===== src/include/cpic_consts.svh =====
// Port map, field positions and reset values of the interrupt controller pair
`ifndef CPIC_CONSTS_SVH
`define CPIC_CONSTS_SVH
`define CPIC_PRI_EVEN 16'h0020
`define CPIC_PRI_ODD 16'h0021
`define CPIC_SEC_EVEN 16'h00A0
`define CPIC_SEC_ODD 16'h00A1
`define CPIC_LVL_PERMIT_PORT 16'hA872
`define CPIC_PRI_VEC_READ 16'hD472
`define CPIC_SEC_VEC_READ 16'hD473
`define CPIC_LVL_PERMIT_BIT 0
`define CPIC_W1_START 4
`define CPIC_W1_LEVEL 3
`define CPIC_W1_SINGLE 1
`define CPIC_W1_NEED4 0
`define CPIC_W3_HAS_SEC 2
`define CPIC_W3_PRI_KEEP 8'h04
`define CPIC_W3_SEC_KEEP 8'h07
`define CPIC_W4_SFNM 4
`define CPIC_W4_AEOI 1
`define CPIC_OCW_IS3 3
`define CPIC_OPERATION_WORD_THREE_SMM_EN 6
`define CPIC_OPERATION_WORD_THREE_SMM 5
`define CPIC_OPERATION_WORD_THREE_POLL 2
`define CPIC_OPERATION_WORD_THREE_RR_EN 1
`define CPIC_OPERATION_WORD_THREE_RR_SEL 0
`define CPIC_CASC_LEVEL 3'h2
`define CPIC_SPURIOUS_LEVEL 3'h7
`define CPIC_TOP_RESET 3'h0
`define CPIC_MASK_RESET 8'h00
`define CPIC_BYTE_RESET 8'h00
`endif


===== src/include/cpic_pkg.sv =====
// Types shared by the interrupt controller pair
package cpic_pkg;
   typedef enum logic [1:0] {
      CPIC_READY = 2'h0,
      CPIC_W2 = 2'h1,
      CPIC_W3 = 2'h3,
      CPIC_W4 = 2'h2
   } cpic_init_t;
   typedef enum logic [2:0] {
      CPIC_ROT_AEOI_CLR = 3'h0,
      CPIC_NS_EOI = 3'h1,
      CPIC_CMD_UNUSED = 3'h2,
      CPIC_SP_EOI = 3'h3,
      CPIC_ROT_AEOI_SET = 3'h4,
      CPIC_ROT_NS_EOI = 3'h5,
      CPIC_SET_PRIO = 3'h6,
      CPIC_ROT_SP_EOI = 3'h7
   } cpic_cmd_t;
   typedef struct packed {
      logic [15:0] addr;
      logic wr;
      logic rd;
      logic [7:0] wdata;
   } cpic_io_t;
   typedef struct packed {
      logic [7:0] vec_word;
      logic [7:0] casc_word;
      logic single;
      logic need4;
      logic level_mode;
      logic sfnm;
      logic aeoi;
   } cpic_cfg_t;
endpackage : cpic_pkg


===== src/design/cpic_prio.sv =====
// Rotating priority resolver for one eight-level controller
`timescale 1ns/1ps
module cpic_prio #(
   parameter int N = 8,
   parameter int W = 3
) (
   // Candidates and most urgent level
   input wire logic [N-1:0] req,
   input wire logic [W-1:0] top_lvl,
   // Winner
   output logic found,
   output logic [W-1:0] level
);
   logic [W-1:0] idx;

   // Walk the ring backwards so the level nearest top_lvl is kept; N must be 2**W
   always_comb begin
      idx = top_lvl;
      found = 1'b0;
      level = top_lvl;
      for (int i = N - 1; i >= 0; i--) begin
         idx = top_lvl + W'(i);
         if (req[idx]) begin
            found = 1'b1;
            level = idx;
         end
      end
   end
endmodule : cpic_prio


===== src/design/cpic_top.sv =====
// Cascaded pair of eight-level interrupt controllers, port decode and acknowledge
`timescale 1ns/1ps
`include "cpic_consts.svh"
module cpic_top (
   // Clock and reset
   input wire logic core_clk,
   input wire logic srst,
   // Host I/O cycles and acknowledge
   input wire cpic_pkg::cpic_io_t io_req,
   input wire logic interrupt_acknowledge_cycle,
   output logic [7:0] io_rdata_q,
   output logic io_rdata_valid_q,
   // Toward the CPU
   output logic intr_req,
   output logic [7:0] vector_q,
   output logic vector_valid_q,
   // Peripheral request pins, system interrupts 15..3 and 1..0; pin 2 is not used
   input wire logic [15:0] irq_pin
);
   import cpic_pkg::*;

   logic [15:0] sync1_q;
   logic [15:0] sync2_q;
   logic [7:0] raw [2];
   logic [7:0] prev_q [2];
   logic [7:0] irr_q [2];
   logic [7:0] isr_q [2];
   logic [7:0] mask_q [2];
   logic [2:0] top_q [2];
   logic rot_aeoi_q [2];
   logic smm_q [2];
   logic rd_isr_q [2];
   logic poll_pend_q [2];
   logic [7:0] poll_byte_q [2];
   cpic_init_t st_q [2];
   cpic_cfg_t cfg_q [2];
   logic lvl_permit_q;
   logic [1:0] wr_even;
   logic [1:0] wr_odd;
   logic [1:0] rd_even;
   logic [1:0] rd_odd;
   logic [1:0] is_init1;
   logic [1:0] is_operation_word_two;
   logic [1:0] is_operation_word_three;
   logic [1:0] poll_cmd;
   logic [1:0] take;
   logic [1:0] int_c;
   logic [1:0] rv;
   logic [1:0] iv;
   logic [2:0] rl [2];
   logic [2:0] il [2];
   logic [2:0] take_lvl [2];
   logic ack_ph_q;
   logic frz_casc_q;
   logic [1:0] frz_v_q;
   logic [2:0] frz_lvl_q [2];
   logic ack1;
   logic ack2;
   cpic_cmd_t cmd;
   logic [2:0] cmd_lvl;

   function automatic logic [2:0] urg(input logic [2:0] lvl, input logic [2:0] top);
      return lvl - top;
   endfunction : urg

   assign cmd = cpic_cmd_t'(io_req.wdata[7:5]);
   assign cmd_lvl = io_req.wdata[2:0];
   assign ack1 = interrupt_acknowledge_cycle && !ack_ph_q;
   assign ack2 = interrupt_acknowledge_cycle && ack_ph_q;
   // Request is withdrawn while the acknowledge pair is in progress
   assign intr_req = int_c[0] && !ack_ph_q;

   // Pins are asynchronous to core_clk
   always_ff @(posedge core_clk) begin
      if (srst) begin
         sync1_q <= 16'h0000;
         sync2_q <= 16'h0000;
      end else begin
         sync1_q <= irq_pin;
         sync2_q <= sync1_q;
      end
   end

   assign raw[0] = {sync2_q[7:3], int_c[1], sync2_q[1:0]};
   assign raw[1] = sync2_q[15:8];

   always_ff @(posedge core_clk) begin
      if (srst) begin
         lvl_permit_q <= 1'b0;
      end else if (io_req.wr && io_req.addr == `CPIC_LVL_PERMIT_PORT) begin
         lvl_permit_q <= io_req.wdata[`CPIC_LVL_PERMIT_BIT];
      end
   end

   for (genvar c = 0; c < 2; c++) begin : g_ctl
      localparam logic IS_PRI = (c == 0);
      localparam logic [15:0] EVEN_PORT = IS_PRI ? `CPIC_PRI_EVEN : `CPIC_SEC_EVEN;
      localparam logic [15:0] ODD_PORT = IS_PRI ? `CPIC_PRI_ODD : `CPIC_SEC_ODD;
      localparam logic [7:0] W3_KEEP = IS_PRI ? `CPIC_W3_PRI_KEEP : `CPIC_W3_SEC_KEEP;
      logic [7:0] cand;
      logic nest_ok;
      logic [7:0] isr_clr;
      logic [7:0] isr_set;
      logic [7:0] irr_clr;

      assign wr_even[c] = io_req.wr && io_req.addr == EVEN_PORT;
      assign wr_odd[c] = io_req.wr && io_req.addr == ODD_PORT;
      assign rd_even[c] = io_req.rd && io_req.addr == EVEN_PORT;
      assign rd_odd[c] = io_req.rd && io_req.addr == ODD_PORT;
      assign is_init1[c] = wr_even[c] && io_req.wdata[`CPIC_W1_START];
      assign is_operation_word_two[c] = wr_even[c] && !io_req.wdata[`CPIC_W1_START]
         && !io_req.wdata[`CPIC_OCW_IS3];
      assign is_operation_word_three[c] = wr_even[c] && !io_req.wdata[`CPIC_W1_START]
         && io_req.wdata[`CPIC_OCW_IS3];
      assign poll_cmd[c] = is_operation_word_three[c] && io_req.wdata[`CPIC_OPERATION_WORD_THREE_POLL];

      // Special mask mode only removes levels already in service
      assign cand = irr_q[c] & ~mask_q[c] & (smm_q[c] ? ~isr_q[c] : 8'hFF);

      cpic_prio #(.N(8), .W(3)) u_req (
         .req(cand),
         .top_lvl(top_q[c]),
         .found(rv[c]),
         .level(rl[c])
      );

      cpic_prio #(.N(8), .W(3)) u_isr (
         .req(isr_q[c]),
         .top_lvl(top_q[c]),
         .found(iv[c]),
         .level(il[c])
      );

      // Nested mode lets the cascade level in again so the secondary can nest
      assign nest_ok = IS_PRI && cfg_q[c].sfnm && rl[c] == `CPIC_CASC_LEVEL
         && il[c] == `CPIC_CASC_LEVEL;
      assign int_c[c] = rv[c] && (smm_q[c] || !iv[c]
         || urg(rl[c], top_q[c]) < urg(il[c], top_q[c]) || nest_ok);

      if (IS_PRI) begin : g_take_pri
         assign take[c] = poll_cmd[c] ? int_c[c] : ack2 && frz_v_q[c];
      end else begin : g_take_sec
         assign take[c] = poll_cmd[c] ? int_c[c] : ack2 && frz_casc_q && frz_v_q[c];
      end
      assign take_lvl[c] = poll_cmd[c] ? rl[c] : frz_lvl_q[c];

      // Initialization word sequence
      always_ff @(posedge core_clk) begin
         if (srst) begin
            st_q[c] <= CPIC_READY;
            cfg_q[c] <= '0;
         end else if (is_init1[c]) begin
            st_q[c] <= CPIC_W2;
            cfg_q[c].single <= io_req.wdata[`CPIC_W1_SINGLE];
            cfg_q[c].need4 <= io_req.wdata[`CPIC_W1_NEED4];
            cfg_q[c].level_mode <= io_req.wdata[`CPIC_W1_LEVEL] && lvl_permit_q;
            cfg_q[c].sfnm <= 1'b0;
            cfg_q[c].aeoi <= 1'b0;
         end else if (wr_odd[c]) begin
            case (st_q[c])
               CPIC_W2: begin
                  cfg_q[c].vec_word <= io_req.wdata;
                  if (!cfg_q[c].single) begin
                     st_q[c] <= CPIC_W3;
                  end else if (cfg_q[c].need4 && IS_PRI) begin
                     st_q[c] <= CPIC_W4;
                  end else begin
                     st_q[c] <= CPIC_READY;
                  end
               end
               CPIC_W3: begin
                  cfg_q[c].casc_word <= io_req.wdata & W3_KEEP;
                  st_q[c] <= (cfg_q[c].need4 && IS_PRI) ? CPIC_W4 : CPIC_READY;
               end
               CPIC_W4: begin
                  cfg_q[c].sfnm <= io_req.wdata[`CPIC_W4_SFNM];
                  cfg_q[c].aeoi <= io_req.wdata[`CPIC_W4_AEOI];
                  st_q[c] <= CPIC_READY;
               end
               default: begin
               end
            endcase
         end
      end

      always_ff @(posedge core_clk) begin
         if (srst || is_init1[c]) begin
            mask_q[c] <= `CPIC_MASK_RESET;
         end else if (wr_odd[c] && st_q[c] == CPIC_READY) begin
            mask_q[c] <= io_req.wdata;
         end
      end

      always_ff @(posedge core_clk) begin
         if (srst || is_init1[c]) begin
            smm_q[c] <= 1'b0;
            rd_isr_q[c] <= 1'b0;
         end else if (is_operation_word_three[c]) begin
            if (io_req.wdata[`CPIC_OPERATION_WORD_THREE_SMM_EN]) begin
               smm_q[c] <= io_req.wdata[`CPIC_OPERATION_WORD_THREE_SMM];
            end
            if (io_req.wdata[`CPIC_OPERATION_WORD_THREE_RR_EN]) begin
               rd_isr_q[c] <= io_req.wdata[`CPIC_OPERATION_WORD_THREE_RR_SEL];
            end
         end
      end

      // Priority order; a command in the same cycle as a take wins
      always_ff @(posedge core_clk) begin
         if (srst || is_init1[c]) begin
            top_q[c] <= `CPIC_TOP_RESET;
            rot_aeoi_q[c] <= 1'b0;
         end else if (is_operation_word_two[c]) begin
            case (cmd)
               CPIC_ROT_AEOI_CLR: rot_aeoi_q[c] <= 1'b0;
               CPIC_ROT_AEOI_SET: rot_aeoi_q[c] <= 1'b1;
               CPIC_ROT_NS_EOI: begin
                  if (iv[c]) begin
                     top_q[c] <= il[c] + 3'h1;
                  end
               end
               CPIC_SET_PRIO, CPIC_ROT_SP_EOI: top_q[c] <= cmd_lvl + 3'h1;
               default: begin
               end
            endcase
         end else if (take[c] && cfg_q[c].aeoi && rot_aeoi_q[c]) begin
            top_q[c] <= take_lvl[c] + 3'h1;
         end
      end

      always_comb begin
         isr_clr = 8'h00;
         isr_set = 8'h00;
         irr_clr = 8'h00;
         if (is_operation_word_two[c] && (cmd == CPIC_NS_EOI || cmd == CPIC_ROT_NS_EOI) && iv[c]) begin
            isr_clr[il[c]] = 1'b1;
         end
         if (is_operation_word_two[c] && (cmd == CPIC_SP_EOI || cmd == CPIC_ROT_SP_EOI)) begin
            isr_clr[cmd_lvl] = 1'b1;
         end
         if (take[c]) begin
            irr_clr[take_lvl[c]] = 1'b1;
            // Automatic end leaves the level out of service at once
            isr_set[take_lvl[c]] = !cfg_q[c].aeoi;
         end
      end

      // A take in the same cycle as an end command keeps its bit
      always_ff @(posedge core_clk) begin
         if (srst || is_init1[c]) begin
            isr_q[c] <= 8'h00;
         end else begin
            isr_q[c] <= (isr_q[c] & ~isr_clr) | isr_set;
         end
      end

      always_ff @(posedge core_clk) begin
         if (srst) begin
            prev_q[c] <= 8'h00;
         end else begin
            prev_q[c] <= raw[c];
         end
      end

      // New rising edge beats the acknowledge clear
      always_ff @(posedge core_clk) begin
         if (srst || is_init1[c]) begin
            irr_q[c] <= 8'h00;
         end else if (cfg_q[c].level_mode) begin
            irr_q[c] <= raw[c];
         end else begin
            irr_q[c] <= (irr_q[c] & ~irr_clr) | (raw[c] & ~prev_q[c]);
         end
      end

      always_ff @(posedge core_clk) begin
         if (srst || is_init1[c]) begin
            poll_pend_q[c] <= 1'b0;
            poll_byte_q[c] <= `CPIC_BYTE_RESET;
         end else if (poll_cmd[c]) begin
            poll_pend_q[c] <= 1'b1;
            poll_byte_q[c] <= {int_c[c], 4'h0, rl[c]};
         end else if (rd_even[c] || rd_odd[c]) begin
            poll_pend_q[c] <= 1'b0;
         end
      end
   end

   always_ff @(posedge core_clk) begin
      if (srst) begin
         ack_ph_q <= 1'b0;
      end else if (interrupt_acknowledge_cycle) begin
         ack_ph_q <= !ack_ph_q;
      end
   end

   // Decision is taken once so late arrivals cannot change the vector
   always_ff @(posedge core_clk) begin
      if (srst) begin
         frz_v_q <= 2'h0;
         frz_casc_q <= 1'b0;
         frz_lvl_q[0] <= `CPIC_SPURIOUS_LEVEL;
         frz_lvl_q[1] <= `CPIC_SPURIOUS_LEVEL;
      end else if (ack1) begin
         frz_v_q <= int_c;
         frz_lvl_q[0] <= int_c[0] ? rl[0] : `CPIC_SPURIOUS_LEVEL;
         frz_lvl_q[1] <= int_c[1] ? rl[1] : `CPIC_SPURIOUS_LEVEL;
         frz_casc_q <= int_c[0] && rl[0] == `CPIC_CASC_LEVEL && !cfg_q[0].single
            && cfg_q[0].casc_word[`CPIC_W3_HAS_SEC];
      end
   end

   always_ff @(posedge core_clk) begin
      if (srst) begin
         vector_q <= `CPIC_BYTE_RESET;
         vector_valid_q <= 1'b0;
      end else begin
         vector_valid_q <= ack2;
         if (ack2) begin
            vector_q <= frz_casc_q ? {cfg_q[1].vec_word[7:3], frz_lvl_q[1]}
               : {cfg_q[0].vec_word[7:3], frz_lvl_q[0]};
         end
      end
   end

   always_ff @(posedge core_clk) begin
      if (srst) begin
         io_rdata_q <= `CPIC_BYTE_RESET;
         io_rdata_valid_q <= 1'b0;
      end else begin
         io_rdata_valid_q <= io_req.rd;
         if (io_req.rd) begin
            io_rdata_q <= `CPIC_BYTE_RESET;
            for (int k = 0; k < 2; k++) begin
               if (poll_pend_q[k] && (rd_even[k] || rd_odd[k])) begin
                  io_rdata_q <= poll_byte_q[k];
               end else if (rd_even[k]) begin
                  io_rdata_q <= rd_isr_q[k] ? isr_q[k] : irr_q[k];
               end else if (rd_odd[k]) begin
                  io_rdata_q <= mask_q[k];
               end
            end
            if (io_req.addr == `CPIC_PRI_VEC_READ) begin
               io_rdata_q <= cfg_q[0].vec_word;
            end
            if (io_req.addr == `CPIC_SEC_VEC_READ) begin
               io_rdata_q <= cfg_q[1].vec_word;
            end
         end
      end
   end
endmodule : cpic_top


===== config.mk =====
export PLATFORM = sky130hd
export DESIGN_NAME = cpic_top
export DESIGN_NICKNAME = d
export VERILOG_FILES = /design/src/include/cpic_pkg.sv /design/src/design/cpic_prio.sv /design/src/design/cpic_top.sv
export VERILOG_INCLUDE_DIRS = /design/src /design/src/include
export SDC_FILE = /design/constraint.sdc
export NUM_CORES = 1
export LEC_CHECK = 0
export ABC_CLOCK_PERIOD_IN_PS = 12350
export BUFFER_PORTS_ARGS = -buffer_cell sky130_fd_sc_hd__buf_4
export CORE_UTILIZATION = 55
export CTS_CLUSTER_DIAMETER = 50
export CTS_CLUSTER_SIZE = 12
export DETAILED_ROUTE_END_ITERATION = 6
export GPL_ROUTABILITY_DRIVEN = 0
export PLACE_DENSITY = 0.7
export SLEW_MARGIN = 20
export SYNTH_ARGS = -nofsm -noshare
export SYNTH_HDL_FRONTEND = slang
export SYNTH_SLANG_ARGS = --single-unit

===== constraint.sdc =====
create_clock -name core_clk -period 12.35 [get_ports core_clk]
set_clock_uncertainty 0.1 [all_clocks]
set_input_delay 2.47 -clock core_clk [delete_from_list [all_inputs] [get_ports core_clk]]
set_output_delay 2.47 -clock core_clk [all_outputs]
set_load 0.02 [all_outputs]

==> results.ini, run 1 <==
[clocking]
cts.repair_timing.setup_buffer_count = 0
sinks_on_clock_net = 174
cts-hold-fix-buffers = 0
ctsLongestPathBuffers = 2
post_cts_repair_resize_count = 0
tritoncts = done
cts_made_buffers = 17
worst_skew_pair.late_latency_ps = 440
htree_num_levels = 4
cts.root.buffer_cell = clkbuf_16
worst_setup_hold_path_clk_slew_ps = 80

[pwr]
p_leak_nw = 4.957
power.density_cell_area_mw_per_mm2 = 111.6
total_power_mw = 1.446
vdd.ir_drop.worst_uv = 97.35

[setup_path]
timing.critical_path.cells = buf_4, inv_2, ha_1, mux4_1, mux2i_1, a41oi_1, o211ai_1, o21ai_0, a41oi_1, inv_1, fa_1, xor2_1, ha_1, a21oi_1, nor3_1, a21oi_1, a41oi_1, nor2_1, buf_4
timing.critical_path.slowest_cell_delay_ps = 890
ff2ff_path_depth = 19
worst_path_bufs_invs = 4
critical_path_required_ps = 9780
critical_path.startpoint_type = flop
cell_type_group_with_the_largest_total_delay_on_the_critical_path = adder cells
crit_path_frequent_cell = a41oi_1
worst_setup_path_end_kind = primary output
worst-endpoint-arrival_ps = 6340
cp.depth = 19
crit_slowest_cell = ha_1
worst-setup-path-type = reg2out
crit_fanout = 26

[drt]
route.detailed.drc = 0
number_of_iterations_in_the_first_detailed_routing_pass = 5
via_count = 10310
first_iter_violations = 947
drt-wirelength-per-cell_um = 20.74
route.final.wire_length_mm = 33.13
detail-route-antenna-nets = 0
viasPerCell = 6.456

[yosys]
syn_avg_cell_area_um2 = 9.210
post_synthesis_mux_area_share_pct = 12.47
cell_variety_after_synth = 92
synth_simple_gate_area_share_pct = 24.07
fraction_of_synthesized_cell_area_in_xor_and_xnor_cells_pct = 1.575
yosys.area.top_type = edfxtp_1
synth_top_cells_by_area = edfxtp_1, dfxtp_1, mux4_2
synth_top_family_by_area = simple AND/OR/NAND/NOR gates
ys_warn_count = 0
synth_seq_cells = 174
yosys_most_used_dff = edfxtp_1
synthesis.instances = 1268
yosys.area_share.adder_pct = 2.614
netlist.area_leader.share_pct = 22.88
synth.yosys.seq_area_share_pct = 37.45
synth_edf_count = 89
synth-async-reset-ratio_pct = 0
synth_compound_gate_area_share_pct = 18.06
synth_area_mm2 = 0.01168

[cells_and_area]
leading_cell_type_in_the_layout_fill_and_taps_excluded = nand2_1
fillers = 1790
mostFrequentLayoutCells = nand2_1, nor2_1, edfxtp_1
drive_gt1_share_pct = 13.26
finalNetCount = 1381
area_overhead_of_the_layout_relative_to_synthesis_pct = 10.96
area_of_the_multi_input_gates_mm2 = 0.006933
layout.area.seq_mm2 = 0.004374
num_antenna_cells = 0
final_design_area_no_fill_mm2 = 0.01296

[sta]
fmax_mhz = 112.2
period_minus_slack_ps = 8911
final-setup-viol-count = 0
timing.hold.ws_ps = 341.8
layout_worst_path_cycle_share_pct = 72.15
maxSlewHeadroom_pct = 37.70
setup_repair_after_global_routing_missed_its_margin = false
finalMaxSlewViolations = 0
timing_worst_slew_pin_value_ps = 934.4
final_hold_viol_count = 0
setup_total_negative_slack_ps = 0
postLayoutSetupSlackWorst_ps = 3439

[min_path]
hold_path_class = reg2reg
number_of_cells_traversed_by_the_worst_hold_path = 1

[floorplanning]
area_of_the_die_mm2 = 0.02182
core_mm2 = 0.02049
placementRows = 52
floorplan.die.height_um = 147.7
start_util_pct = 56.98
io-pin-count = 64
floorplan.die.width_um = 147.7

[status]
run_status = complete, no violations

[placement]
placed_cell_area_mm2 = 0.01234
dp_worst_setup_slack_ps = 3977
post-dp-hpwl_mm = 24.27
place.port_buffers = 62

[flow_run]
cap_violations = 0

[global_route]
grt_remaining_overflow = 0
grt_usage_pct = 31.12
antenna_found_initial = 0
largest_net_degree_at_the_start_of_global_routing = 83
grt_pass1_vias = 9581
grt_first_pass_wirelength_mm = 52.30

[through the flow]
step                utilization, %  instances
floorplan                        -       1283
global placement             60.22       1565
detailed placement           60.22       1565
CTS                          63.23       1597
global route                 63.23       1597
finish                       63.23       1597
[registers in the layout (all words and copies together) (netlist names), 2 cells and up]
name	flops
cfg_q	25
poll_pend_q	2
top_q	6
isr_q	16
prev_q	16
irr_q	16
frz_v_q	2
st_q	4
sync2_q	15
io_rdata_q	8
rd_isr_q	2
rot_aeoi_q	2
poll_byte_q	8
mask_q	16
sync1_q	15
smm_q	2
frz_lvl_q	6
vector_q	8
[metal layers]
layer,routed length [um],GRT usage (%),up-vias
li1,-,-,4781
met1,14940,45.69,4936
met2,14560,46.79,512
met3,2737,4.198,82
met4,892,11.44,0
met5,0,0,-
[where the power goes]
part | leakage (nW) | switching [mW] | internal (mW)
clock | 0.302 | 0.276 | 0.284
combinational | 3.06 | 0.143 | 0.0917
sequential | 1.59 | 0.0201 | 0.630
total | 4.96 | 0.440 | 1.01
[area by class of cell]
type                            count  share of cell area (%)
Clock buffer                       18                   3.389
Clock inverter                     14                   1.371
Inverter                           47                   1.381
Multi-Input combinational cell   1005                   53.50
Sequential cell                   174                   33.75
Tap cell                          270                   2.607
Timing Repair Buffer               69                   3.997
[kinds of logic after synthesis]
group,Yosys count
AO/OA/AOI/OAI,298
XOR/XNOR,21
adder cells (fa/ha/maj),22
buffers and inverters,104
flip-flops,174
multiplexers,100
other,1
AND/OR/NAND/NOR,548
[worst paths after layout]
path / from / endpoint / slack [ps]
max: top_q[0][0] / intr_req / 3440
min: sync1_q[13] / sync2_q[13] / 340
max reg2reg: top_q[1][0] / top_q[1][0] / 4900
min reg2reg: sync1_q[13] / sync2_q[13] / 340
[cells in the mapped netlist, drive strengths merged (6+ instances only)]
cell    number
nand2      149
nor2       116
edfxtp      89
dfxtp       85
nor2b       70
a21oi       64
mux2i       55
o21ai       52
and2        50
inv         44
clkbuf      38
mux4        32
nand3       30
a211oi      24
nand2b      21
buf         19
nor3        19
ha          18
and3        17
o211ai      17
a21o        15
o31ai       15
mux2        13
o22ai       13
nand3b      12
xnor2       12
a22oi       10
nand4       10
nor4        10
nor3b        9
or3          9
xor2         9
a31oi        8
o41ai        8
a41oi        6
o221ai       6
o311ai       6
No activity file was read; power rests on OpenSTA's default activity.
==> run 2: changes to the inputs <==
--- a/config.mk
+++ b/config.mk
@@ -6,14 +6,14 @@
 export SDC_FILE = /design/constraint.sdc
 export NUM_CORES = 1
 export LEC_CHECK = 0
-export ABC_CLOCK_PERIOD_IN_PS = 12350
+export ABC_CLOCK_PERIOD_IN_PS = 7400
 export BUFFER_PORTS_ARGS = -buffer_cell sky130_fd_sc_hd__buf_4
 export CORE_UTILIZATION = 55
 export CTS_CLUSTER_DIAMETER = 50
 export CTS_CLUSTER_SIZE = 12
 export DETAILED_ROUTE_END_ITERATION = 6
 export GPL_ROUTABILITY_DRIVEN = 0
-export PLACE_DENSITY = 0.7
+export PLACE_DENSITY = 0.73
 export SLEW_MARGIN = 20
 export SYNTH_ARGS = -nofsm -noshare
 export SYNTH_HDL_FRONTEND = slang
==> constraint.sdc (replaced) <==
create_clock -name core_clk -period 7.4 [get_ports core_clk]
set_clock_uncertainty 0.1 [all_clocks]
set_input_delay 1.48 -clock core_clk [delete_from_list [all_inputs] [get_ports core_clk]]
set_output_delay 1.48 -clock core_clk [all_outputs]
set_load 0.02 [all_outputs]
==> run 2 against run 1 <==
  * Largest power group unchanged
  * Cell count up 0.44%
  * Power up 67%
  * Largest cell class unchanged
  * Critical endpoint unchanged
  * Setup slack worse by 3100 ps
  * Highest routed layer unchanged
==> results.ini, run 2 (synthesized netlist as in run 1, its figures left out) <==
[drt]
first_iter_violations = 1251  ; +32%
route.final.wire_length_mm = 33.11  ; about the same
drt-wirelength-per-cell_um = 20.64  ; -0.48%
via_count = 10380  ; +0.65%
number_of_iterations_in_the_first_detailed_routing_pass = 6  ; +1
detail-route-antenna-nets = 0  ; unchanged
viasPerCell = 6.470  ; +0.21%
route.detailed.drc = 0  ; unchanged

[cells_and_area]
largest_register = cfg_q
mostFrequentLayoutCells = nand2_1, nor2_1, edfxtp_1
area_overhead_of_the_layout_relative_to_synthesis_pct = 11.47
final_design_area_no_fill_mm2 = 0.01302  ; +0.46%
largest_reg_flops = 25  ; unchanged
fillers = 1724  ; -3.7%
leading_cell_type_in_the_layout_fill_and_taps_excluded = nand2_1
drive_gt1_share_pct = 13.87  ; +0.61 points
finalNetCount = 1388  ; +0.51%
num_antenna_cells = 0  ; unchanged
layout.area.seq_mm2 = 0.004374  ; unchanged
area_of_the_multi_input_gates_mm2 = 0.006940  ; +0.11%

[flow_run]
cap_violations = 0  ; unchanged

[min_path]
hold_path_class = reg2reg
worstHoldStart = sync1_q[13]

[clocking]
cts_made_buffers = 17  ; unchanged
worst_skew_pair.late_latency_ps = 440  ; about the same
ctsLongestPathBuffers = 2  ; unchanged
sinks_on_clock_net = 174  ; unchanged
htree_num_levels = 4  ; unchanged
tritoncts = done
worst_setup_hold_path_clk_slew_ps = 80  ; about the same
cts.root.buffer_cell = clkbuf_16

[sta]
setup_repair_after_global_routing_missed_its_margin = false
final_hold_viol_count = 0  ; unchanged
timing_worst_slew_pin_value_ps = 951.0  ; +16.55 ps
maxSlewHeadroom_pct = 36.02  ; -1.7 points
setup_total_negative_slack_ps = 0  ; unchanged
finalMaxSlewViolations = 0  ; unchanged
timing.hold.ws_ps = 334.9  ; -6.858 ps
period_minus_slack_ps = 7036
final-setup-viol-count = 0  ; unchanged
layout_worst_path_cycle_share_pct = 95.08
fmax_mhz = 142.1

[global_route]
grt_pass1_vias = 9639  ; +0.61%
largest_net_degree_at_the_start_of_global_routing = 83  ; unchanged
grt_remaining_overflow = 0  ; unchanged
grt_first_pass_wirelength_mm = 51.76  ; -1.0%
grt_usage_pct = 30.83  ; -0.29 points
antenna_found_initial = 0  ; unchanged

[pwr]
p_leak_nw = 4.987  ; +0.61%
power.density_cell_area_mw_per_mm2 = 185.7  ; +66%
vdd.ir_drop.worst_uv = 166.8  ; +71%
total_power_mw = 2.418  ; +67%

[floorplanning]
placementRows = 52  ; unchanged
floorplan.die.width_um = 147.7  ; unchanged
floorplan.die.height_um = 147.7  ; unchanged
area_of_the_die_mm2 = 0.02182  ; unchanged
start_util_pct = 56.98  ; unchanged
io-pin-count = 64  ; unchanged
core_mm2 = 0.02049  ; unchanged

[placement]
post-dp-hpwl_mm = 24.31  ; +0.15%
placed_cell_area_mm2 = 0.01239  ; +0.38%
place.port_buffers = 62  ; unchanged

[setup_path]
worst-endpoint-arrival_ps = 5460  ; -880 ps
worstReg2RegStart = top_q[1][0]
timing.critical_path.slowest_cell_delay_ps = 490  ; -400 ps
worst_path_bufs_invs = 4  ; unchanged
launching_instance_or_port_of_the_critical_path = top_q[0][1]
worst_setup_path_end_kind = primary output
cell_type_group_with_the_largest_total_delay_on_the_critical_path = adder cells
crit_fanout = 14  ; -46%
worst-setup-path-type = reg2out
critical_path.startpoint_type = flop
timing.critical_path.cells = inv_2, ha_2, buf_4, nor2b_1, nand4b_1, nand4_1, nor2_1, o311ai_0, a211o_1, nand3_1, ha_1, fa_1, inv_1, ha_1, a21o_1, a21oi_1, nor3_1, a21oi_1, a41oi_2, nor2_1, buf_4
crit_slowest_cell = o311ai_0
critical_path_required_ps = 5820  ; -3960 ps

[status]
run_status = complete, no violations

==> run 2: repair_timing <==
action                                  CTS  global route
buffers inserted                          0             0
hold endpoints to repair                  0             0
hold buffers                              0             0
resized for setup                         0             3
endpoints found under the setup margin    0             1
==> run 2: worst paths after layout <==
kind / endpoint / cells past startpoint / slack (ps)
min reg2reg: sync2_q[13] / 1 / 330
min: sync2_q[13] / 1 / 330
max: intr_req / 21 / 360
max reg2reg: top_q[1][2] / 19 / 910
==> run 2: power breakdown <==
part | switching, mW | leakage (nW) | internal (mW)
Clock | 0.463 | 0.301 | 0.473
Combinational | 0.243 | 3.10 | 0.156
Sequential | 0.0310 | 1.59 | 1.05
==> run 2: layer usage <==
layer  global-route usage (%)  vias up  wire, um
met5                        0        -         0
met4                    12.47        0      1173
met3                    5.586       97      3547
met2                    46.27      620     14370
met1                    43.99     4865     14010
li1                         -     4796         -
==> run 2: through the flow <==
stage                     cells  util (%)  worst slack, ps
final                      1604     63.52            364.1
after global routing       1604     63.52            1.994
after CTS                  1604     63.46            262.4
after global placement     1572     60.45            851.0
after floorplan            1283         -             1167
after detailed placement   1572     60.45            711.4
==> run 2: cell type report <==
| cell class | count | area share, % |
|---|---|---|
| clock buffer | 18 | 3.373 |
| clock inverter | 14 | 1.365 |
| inverter | 47 | 1.374 |
| multi-input combinational | 1005 | 53.31 |
| sequential | 174 | 33.60 |
| tap | 270 | 2.595 |
| timing repair buffer | 76 | 4.383 |
==> run 2: worst register-to-register path: stages, from the launching register on <==
cell and delay (ps):
edfxtp_1 350, clkinv_1 280, ha_1 770, inv_1 320, mux4_2 580, mux2i_1 350, and2_1 220, o2111ai_1 150
o22ai_2 360, inv_2 170, fa_1 540, inv_1 40, ha_1 260, a21o_1 110, a21oi_1 70, nor2_1 100
a32o_1 450, mux2_2 300, nor3_1 80, or4_1 610
